==> config.mk <==
export PLATFORM = sky130hd
export DESIGN_NAME = prh_handshake
export DESIGN_NICKNAME = d
export VERILOG_FILES = /design/src/prh_pkg.sv /design/src/prh_handshake.sv
export SDC_FILE = /design/constraint.sdc
export NUM_CORES = 2
export LEC_CHECK = 0
export ABC_AREA = 1
export BUFFER_PORTS_ARGS = -buffer_cell sky130_fd_sc_hd__buf_2
export CORE_MARGIN = 5
export CORE_UTILIZATION = 37
export CTS_CLUSTER_DIAMETER = 60
export DETAILED_ROUTE_END_ITERATION = 10
export HOLD_SLACK_MARGIN = 0.08
export PLACE_DENSITY = 0.51
export SYNTH_ARGS = -nofsm -noshare
export SYNTH_HDL_FRONTEND = slang
export SYNTH_SLANG_ARGS = --single-unit
==> constraint.sdc <==
create_clock -name clk -period 4.35 [get_ports clk]
set_input_delay 0.435 -clock clk [delete_from_list [all_inputs] [get_ports clk]]
set_output_delay 0.435 -clock clk [all_outputs]
set_load 0.02 [all_outputs]
==> src/prh_pkg.sv <==
/*
  package for the controller register handshake engine: register map,
  state codes, error bit positions, timing constants.
  assumes a 40 MHz clock and a classic wishbone slave with 32-bit data.
*/
package prh_pkg;
  // ==========================================================
  // register byte offsets
  localparam logic [7:0] PRH_OFF_CTRL = 8'h00;
  localparam logic [7:0] PRH_OFF_REQUEST = 8'h04;
  localparam logic [7:0] PRH_OFF_STATE = 8'h08;
  localparam logic [7:0] PRH_OFF_SYSSTATE = 8'h0C;
  localparam logic [7:0] PRH_OFF_ERROR = 8'h10;
  localparam logic [7:0] PRH_OFF_FAULT = 8'h14;
  localparam logic [7:0] PRH_OFF_SETPOINT = 8'h20;
  // ==========================================================
  // field positions
  localparam int PRH_REQ_SET_BIT = 0;
  localparam int PRH_REQ_MON_BIT = 1;
  localparam int PRH_ST_SET_BIT = 1;
  localparam int PRH_ST_MON_BIT = 2;
  localparam int PRH_ERR_BACKUP_BIT = 1;
  localparam int PRH_ERR_STACK_BIT = 6;
  localparam int PRH_ERR_NET_BIT = 9;
  localparam logic [15:0] PRH_SYS_READY = 16'h0001;
  localparam logic [15:0] PRH_RST_WORD = 16'h0000;
  // ==========================================================
  // lamp and gather timing
  localparam int PRH_CLK_HZ = 40000000;
  localparam int PRH_FLASH_MS = 250;
  localparam int PRH_FLASH_CYC = PRH_CLK_HZ / 1000 * PRH_FLASH_MS;
  localparam int PRH_GATHER_CYC = 16;
  // ==========================================================
  typedef enum logic [2:0] {
    PRH_GATHER, PRH_MONINIT, PRH_IDLE, PRH_SETREAD, PRH_MONWRITE
  } prh_state_type;
  typedef enum logic [1:0] {PRH_LAMP_OFF, PRH_LAMP_GREEN, PRH_LAMP_RED} prh_lamp_type;
endpackage

==> src/prh_handshake.sv <==
/*
  controller register handshake engine with a wishbone register slave.
  assumes the controller side writes the request word over the bus and
  module data gathering finishes when gatherDone is seen high.
*/
// Implementation choices: the register offsets and the Wishbone interface to the registers.
`timescale 1ns/1ps
`default_nettype none
// ==========================================================
module prh_handshake import prh_pkg::*; #(
  parameter int CHANNELS = 16,
  parameter int FLASH_CYC = PRH_FLASH_CYC
) (
  input wire logic clk,
  input wire logic srst,
  input wire logic gatherDone,
  input wire logic backupFail,
  input wire logic stackFail,
  input wire logic netFail,
  input wire logic majorFail,
  input wire logic wbCyc,
  input wire logic wbStb,
  input wire logic wbWe,
  input wire logic [7:0] wbAdr,
  input wire logic [3:0] wbSel,
  input wire logic [31:0] wbDatIn,
  output logic [31:0] wbDatOut,
  output logic wbAck,
  output logic busy,
  output logic lampGreen,
  output logic lampRed
);
  typedef struct packed {
    prh_state_type state;
    logic [4:0] idx;
    logic [15:0] request;
    logic [15:0] commState;
    logic [15:0] sysState;
    logic [15:0] errWord;
    logic majorFault;
    logic [CHANNELS-1:0][15:0] ctrlSetpoint;
    logic [CHANNELS-1:0][15:0] unitSetpoint;
    logic [31:0] flashCnt;
    logic flashPhase;
    logic [31:0] datOut;
    logic ack;
    logic busy;
    logic green;
    logic red;
  } prh_regs_type;

  prh_regs_type cur_r, cur_nxt;

  // ==========================================================
  // helpers
  function automatic logic [15:0] mergeLanes(logic [15:0] old, logic [31:0] d, logic [3:0] s);
    mergeLanes = {s[1] ? d[15:8] : old[15:8], s[0] ? d[7:0] : old[7:0]};
  endfunction

  function automatic logic isSetpoint(logic [7:0] a);
    isSetpoint = (a >= PRH_OFF_SETPOINT) && (a < PRH_OFF_SETPOINT + 8'(4 * CHANNELS));
  endfunction

  logic [7:0] spIdx;
  assign spIdx = 8'((wbAdr - PRH_OFF_SETPOINT) >> 2);

  // ==========================================================
  // next state
  always_comb begin
    logic req;
    cur_nxt = cur_r;
    req = wbCyc && wbStb && !cur_r.ack;
    cur_nxt.ack = req;
    // ======================================================
    // bus reads
    if (req && !wbWe) begin
      unique case (wbAdr)
        PRH_OFF_CTRL: cur_nxt.datOut = {29'h0, cur_r.majorFault, cur_r.busy, cur_r.green};
        PRH_OFF_REQUEST: cur_nxt.datOut = {16'h0, cur_r.request};
        PRH_OFF_STATE: cur_nxt.datOut = {16'h0, cur_r.commState};
        PRH_OFF_SYSSTATE: cur_nxt.datOut = {16'h0, cur_r.sysState};
        PRH_OFF_ERROR: cur_nxt.datOut = {16'h0, cur_r.errWord};
        PRH_OFF_FAULT: cur_nxt.datOut = {31'h0, cur_r.majorFault};
        default: cur_nxt.datOut = isSetpoint(wbAdr) ?
          {16'h0, cur_r.ctrlSetpoint[spIdx[4:0]]} : 32'h0;
      endcase
    end
    // ======================================================
    // bus writes; controller owns request word and setpoint area
    if (req && wbWe) begin
      if (wbAdr == PRH_OFF_REQUEST) begin
        // hardware clear has its own path below; a write only adds bits
        cur_nxt.request = cur_r.request | mergeLanes(16'h0, wbDatIn, wbSel);
      end
      if (wbAdr == PRH_OFF_ERROR) begin
        cur_nxt.errWord = cur_r.errWord & ~mergeLanes(16'h0, wbDatIn, wbSel);
      end
      if (isSetpoint(wbAdr)) begin
        cur_nxt.ctrlSetpoint[spIdx[4:0]] = mergeLanes(cur_r.ctrlSetpoint[spIdx[4:0]],
          wbDatIn, wbSel);
      end
    end
    // ======================================================
    // transfer engine, one word per cycle
    unique case (cur_r.state)
      PRH_GATHER: begin
        if (gatherDone) begin
          cur_nxt.state = PRH_MONINIT;
          cur_nxt.sysState = PRH_SYS_READY;
          cur_nxt.idx = 5'h0;
        end
      end
      PRH_MONINIT, PRH_MONWRITE: begin
        cur_nxt.ctrlSetpoint[cur_r.idx] = cur_r.unitSetpoint[cur_r.idx];
        cur_nxt.idx = cur_r.idx + 5'h1;
        if (cur_r.idx == 5'(CHANNELS - 1)) begin
          cur_nxt.state = PRH_IDLE;
          if (cur_r.state == PRH_MONWRITE) begin
            cur_nxt.request[PRH_REQ_MON_BIT] = 1'b0;
            cur_nxt.commState[PRH_ST_MON_BIT] = 1'b1;
          end
        end
      end
      PRH_SETREAD: begin
        cur_nxt.unitSetpoint[cur_r.idx] = cur_r.ctrlSetpoint[cur_r.idx];
        cur_nxt.idx = cur_r.idx + 5'h1;
        if (cur_r.idx == 5'(CHANNELS - 1)) begin
          cur_nxt.state = PRH_IDLE;
          cur_nxt.request[PRH_REQ_SET_BIT] = 1'b0;
          cur_nxt.commState[PRH_ST_SET_BIT] = 1'b1;
        end
      end
      PRH_IDLE: begin
        cur_nxt.idx = 5'h0;
        // setting read has priority; the other bit waits
        if (cur_r.request[PRH_REQ_SET_BIT]) begin
          cur_nxt.state = PRH_SETREAD;
          cur_nxt.commState[PRH_ST_SET_BIT] = 1'b0;
        end else if (cur_r.request[PRH_REQ_MON_BIT]) begin
          cur_nxt.state = PRH_MONWRITE;
          cur_nxt.commState[PRH_ST_MON_BIT] = 1'b0;
        end
      end
      default: cur_nxt.state = PRH_GATHER;
    endcase
    cur_nxt.busy = (cur_nxt.state != PRH_IDLE);
    // ======================================================
    // faults; set wins over software clear
    if (backupFail) cur_nxt.errWord[PRH_ERR_BACKUP_BIT] = 1'b1;
    if (stackFail) cur_nxt.errWord[PRH_ERR_STACK_BIT] = 1'b1;
    if (netFail) cur_nxt.errWord[PRH_ERR_NET_BIT] = 1'b1;
    if (majorFail) cur_nxt.majorFault = 1'b1; // sticky until reset
    if (cur_r.flashCnt >= 32'(FLASH_CYC - 1)) begin
      cur_nxt.flashCnt = 32'h0;
      cur_nxt.flashPhase = !cur_r.flashPhase;
    end else begin
      cur_nxt.flashCnt = cur_r.flashCnt + 32'h1;
    end
    // major fault masks the green pattern
    cur_nxt.red = cur_nxt.majorFault && cur_r.flashPhase;
    cur_nxt.green = !cur_nxt.majorFault && (cur_nxt.errWord != 16'h0)
      && cur_r.flashPhase;
  end

  // ==========================================================
  // state register
  always_ff @(posedge clk) begin
    if (srst) begin
      cur_r <= '0;
      cur_r.state <= PRH_GATHER;
      cur_r.busy <= 1'b1;
    end else begin
      cur_r <= cur_nxt;
    end
  end

  assign wbDatOut = cur_r.datOut;
  assign wbAck = cur_r.ack;
  assign busy = cur_r.busy;
  assign lampGreen = cur_r.green;
  assign lampRed = cur_r.red;
endmodule
`default_nettype wire

Yosys cells after proc, flatten, opt, wreduce, memory -nomap -nowiden
Cells that the tools add are included.
- $add $sub $neg: 3
- $lt $le $gt $ge: 7
- equal/unequal tests: 18
- multiplexer cells: 49
- bitwise operators: 3
- reduce and logical (&&, ||, !) cells: 28
- operators by type and width (operator ; count):
    $bwmux W256 ; 3
    $mux W256 ; 3
    $bmux W16 S4 ; 3
    $demux W16 S4 ; 2
    $mux W16 ; 8
    $pmux W16 S6 ; 1
    $mux W8 ; 5
    $add A32 B1 Y32 const B ; 1
    $ge A32 B24 Y1 const B ; 1
    $and A16 B16 Y16 ; 1
    $eq A8 B4 Y1 const B ; 2
    $eq A8 B5 Y1 const B ; 2
    $not A16 Y16 ; 1
    $or A16 B16 Y16 ; 1
    $reduce_bool A16 Y1 ; 1
    $mux W1 ; 15
    $pmux W5 S3 ; 1
    $ne A2 B2 Y1 const B ; 7
    $ge A5 B1 Y1 const B ; 2
    $logic_and A1 B1 Y1 ; 10
    $lt A5 B5 Y1 const B ; 2
    $mux W3 ; 3
    $pmux W3 S3 ; 1
    $eq A8 B3 Y1 const B ; 1
    21 further kinds ; 31
- register bits: 625
- bits of input ports: 54
- output and inout bits: 36
- word-level logic and storage cells: 156

Depth between registers and ports, before layout
- word-level depth: 10
- depth in mapped cells: 15

Worst setup path after synthesis
Ideal clock, no wire load.
- kind: reg-to-reg
- start point: register cur_r[646] (netlist name)
- end point: register cur_r[459] (netlist name)
- library setup time: 0.118 ns
- arrival: 2.128 ns
- data required time: 4.232 ns
- slack: 2.104 ns
- stages on the path, launching flop included: 15
- buffers on the path: 5
- period minus slack after synthesis: 2.246 ns
- path through: dfxtp_1 -> buf_4 -> inv_1 -> buf_4 -> buf_2 -> buf_2 -> ha_1 -> inv_1 -> nor2_1 -> nand2_1 -> nor2_1 -> clkbuf_1 -> nand2_1 -> nand2_1 -> a21oi_1
- cells in the longest elaborated chain, start to end: 6
- RTL lines (what ; RTL line ; text):
    from (decl) ; prh_handshake.sv:52 ; prh_regs_type cur_r, cur_nxt;
    from (signal assigned) ; prh_handshake.sv:173 ; cur_r <= cur_nxt;
    $ge A5 B1 Y1 (not written as such) / $lt A5 B5 Y1 (equally long branches) ; prh_handshake.sv:114 ; cur_nxt.ctrlSetpoint[cur_r.idx] = cur_r.unitSetpoint[cur_r.idx];
    $logic_and A1 B1 Y1 (not written as such) ; prh_handshake.sv:114 ;
    $mux W16 (not written as such) ; prh_handshake.sv:114 ;
    $demux W16 S4 ; prh_handshake.sv:114 ;
    $bwmux W256 (*) ; prh_handshake.sv:114 ;
    $mux W256 (*) ; prh_handshake.sv:105 ; unique case (cur_r.state)
Every way passes the cells marked *; elsewhere a longest branch is shown, timed or not. The select of a mux whose other input is x is not followed.
A chain may end at the register's enable or synchronous reset.

Worst setup path after layout
- start point: register cur_r[647] (netlist name)
- end point: register cur_r[527] (netlist name)
Same word-level chain as after synthesis.

==> summary.txt <==
Synth
  – Most common flop cell mapped by yosys: dfxtp_1
  – Avg Cell Area, Syn: 6.40 um2
  – Ys async rst share: 0%
  – Syn Std Cell Area: 32100 um2
  – Gate Count Post-Synth: 5013
  – Synth Warn #: 0
  – Synth unique cells: 41
  – Number of flops mapped to enable cells by yosys: 0
  – Flops & latches, synth: 609
  – Sequential area share after synthesis: 38.0%

Clock network
  – Clk sinks: 609
  – Latest clock arrival within the worst-skew pair: 0.65 ns
  – H-Tree Depth: 3
  – TritonCTS clock tree: done
  – CTS Buffer Depth: 3
  – PostCTS Resize Cnt: 0
  – Clock root cell: clkbuf_16
  – Clk slew on worst S/H paths: 0.06 ns
  – Num CTS Buffers: 76

Power
  – Logic pwr share: 10.4%
  – Net switching power: 3.75 mW
  – Net Sw Frac: 27.8%
  – Seq pwr share: 42.0%
  – Pint: 9.72 mW
  – Pwr dens: 381 nW/um2
  – VDD IR max: 0.246 mV
  – Leakage: 14.1 nW
  – Clock share of power: 47.5%
  – Total power draw: 13.5 mW

Cells and area
  – # diodes: 0
  – Sequential cell area: 12200 um2
  – Fill count: 9197
  – Syn-to-layout area delta: 10.2%
  – Commonest non-fill, non-tap cell in the layout: nand2_1
  – Multi-input gate area: 17400 um2
  – Ratio of cells with drive above 1 in the final layout: 7.94%
  – Nets@finish: 4916
  – Most frequent cells in the layout: nand2_1, a21oi_1, o21ai_0

Placed design
  – Gpl congestion: 0.844
  – IO buf count: 55
  – Post-DP HPWL: 73100 um

Worst hold path
  – Cell count of the worst hold path: 3
  – Hold Path End: cur_r[640]
  – Type of the worst min-delay path: primary input to flip-flop
  – Hold_sp: wbDatIn[10]

STA
  – Worst rel slew slack: 19.9%
  – Fin Setup TNS: 0 ns
  – Final Hold Viols: 0
  – Max Freq: 308 MHz
  – Layout Skew: 0.0304 ns
  – Tightest Pin Transition: 1.20 ns
  – Pins Over Slew Limit: 0
  – RSZ-0062 raised after global routing: no
  – Crit path time final: 3.25 ns
  – Final setup fails: 0
  – Final Cycle Share: 74.6%

Setup path
  – Worst-case reg-to-reg path depth: 10
  – Cell mode on critical path: nand2_1
  – CP Max Fanout: 36
  – Crit-path cells: clkinv_2 -> buf_4 -> o21ai_0 -> o22ai_1 -> nand2_1 -> nand2_1 -> nor2_2 -> nand2_1 -> nand2_1 -> a21oi_1
  – Flop-to-flop setup slack: 1.10 ns
  – Crit path max-delay cell type: nor2_2
  – Worst setup SP type: flip-flop
  – Worst path required time: 4.87 ns
  – Reg2reg end: cur_r[527]
  – CP max stage delay: 0.85 ns
  – Reg-to-reg startpoint: cur_r[647]
  – Crit path buf inv count: 2
  – Setup Crit Path Kind: flip-flop to flip-flop
  – Data arrival time of the worst path: 3.77 ns
  – Crit path max-delay family: simple AND/OR/NAND/NOR gates
  – Crit end category: flip-flop

GRT
  – First-pass GRT wire length: 186000 um
  – Vias in the first global route: 29601
  – GRT overflow: 0
  – Initial antenna violation count: 0
  – Largest net degree at the start of global routing: 141
  – Total global routing track utilization: 25.3%

Die
  – Initial Utilization: 37.1%
  – Die area: 92600 um2
  – Chip Height: 304 um
  – FP Rows: 108
  – CORE AREA: 86300 um2
  – Top Ports: 90
  – Die width: 304 um

Route
  – Via Count: 32662
  – Drt wl/cell: 20.4 um
  – Total wire length: 124000 um
  – DRT Pass-1 Iters: 6
  – Drt drc: 0
  – Post-detailed-route via-to-cell ratio: 5.38
  – DRT antenna net count: 0
  – Iter 0 DRT Violations: 3009

Flow run
  – Maxcap violations: 0

Outcome
  – Status: completed
## sequential cells by signal (all words and copies together), names as in the netlist
signal     flops
busy           1
cur_r        589
lampRed        1
lampGreen      1
wbAck          1
wbDatOut      16
## synth_stat cells, types with 2 or more instances
library cell / instances / area, um2
nand4_1: 4 / 25.0
nand3_1: 48 / 240
nor3_1: 28 / 140
buf_6: 3 / 33.8
inv_1: 128 / 480
buf_1: 15 / 56.3
clkinv_1: 4 / 15.0
nor3_4: 3 / 48.8
clkbuf_1: 201 / 754
nor2_1: 336 / 1260
xor2_1: 8 / 70.1
a211oi_1: 3 / 22.5
nor4_1: 8 / 50.1
nand3_2: 8 / 80.1
nand2_1: 1716 / 6440
nor2_4: 30 / 338
ha_1: 6 / 75.1
o21ai_1: 34 / 170
a31oi_1: 3 / 18.8
inv_2: 18 / 67.6
o22ai_1: 112 / 701
nor3b_1: 7 / 52.6
buf_4: 90 / 676
a21oi_1: 829 / 4150
buf_2: 119 / 596
xnor2_1: 4 / 35.0
nor2_2: 12 / 75.1
or2_2: 2 / 12.5
o21ai_0: 612 / 3060
dfxtp_1: 609 / 12200
nand2_2: 3 / 18.8
## what timing repair did
| item | in CTS | in global routing |
|---|---|---|
| hold endpoints to repair | 14 | 0 |
| setup buffers | 0 | 0 |
| hold buffers | 12 | 0 |
## layout make-up
type,count,share of cell area [%]
Multi-Input combinational cell,3848,49.1
Sequential cell,609,34.5
Clock buffer,114,6.35
Tap cell,1155,4.09
Timing Repair Buffer,170,3.54
Inverter,151,1.66
Clock inverter,19,0.726
## cells by family after synthesis
kind of cell | synth area share, %
AND/OR/NAND/NOR | 27.6
AO/OA/AOI/OAI | 25.4
flip-flops | 38.0
buffers and inverters | 8.38
XOR/XNOR | 0.328
adder cells (fa/ha/maj) | 0.234
other | 0.0117
## worst reg2reg max path, delay by kind of cell (launching register included)
kind	cells	cell delay [ns]
flops	1	0.60
compound gates	3	0.24
simple gates	5	1.21
buf+inv	2	1.07
## power by group through the flow
stage	sequential (mW)	clock [mW]	combinational, mW
floorplan	5.77	0	0.966
global placement	5.79	0	1.38
detailed placement	5.79	0	1.38
CTS	5.66	6.52	1.39
global route	5.67	6.74	1.51
finish	5.66	6.40	1.41
## metrics by stage
| stage | cell area [um2] | hold slack, ns | std cells | util, % | setup slack (ns) |
|---|---|---|---|---|---|
| 2_1_floorplan | 32100 | 0.431 | 5036 | - | 2.10 |
| 3_3_place_gp | 32700 | 0.439 | 5921 | 37.9 | 1.11 |
| 3_5_place_dp | 32700 | 0.444 | 5921 | 37.9 | 1.16 |
| 4_1_cts | 35300 | 0.0902 | 6066 | 40.9 | 1.13 |
| 5_1_grt | 35300 | 0.129 | 6066 | 40.9 | 0.889 |
| 6_report | 35300 | 0.112 | 6066 | 40.9 | 1.10 |
## how the worst max path moves through the flow
| stage | end | cells past startpoint | slack (ns) | start |
|---|---|---|---|---|
| 2_1_floorplan | cur_r[459] | 14 | 2.10 | cur_r[646] |
| 3_3_place_gp | cur_r[527] | 10 | 1.11 | cur_r[647] |
| 3_5_place_dp | cur_r[527] | 10 | 1.16 | cur_r[647] |
| 4_1_cts | cur_r[527] | 10 | 1.13 | cur_r[647] |
| 5_1_grt | cur_r[495] | 10 | 0.89 | cur_r[647] |
| 6_report | cur_r[527] | 10 | 1.10 | cur_r[647] |
## per-layer routing
metal / track usage, % / routed length (um)
met1: 34.6 / 54700
met2: 41.4 / 56400
met3: 2.73 / 7300
met4: 9.82 / 5100
met5: 0 / 0
(Power assumes the default switching activity.)
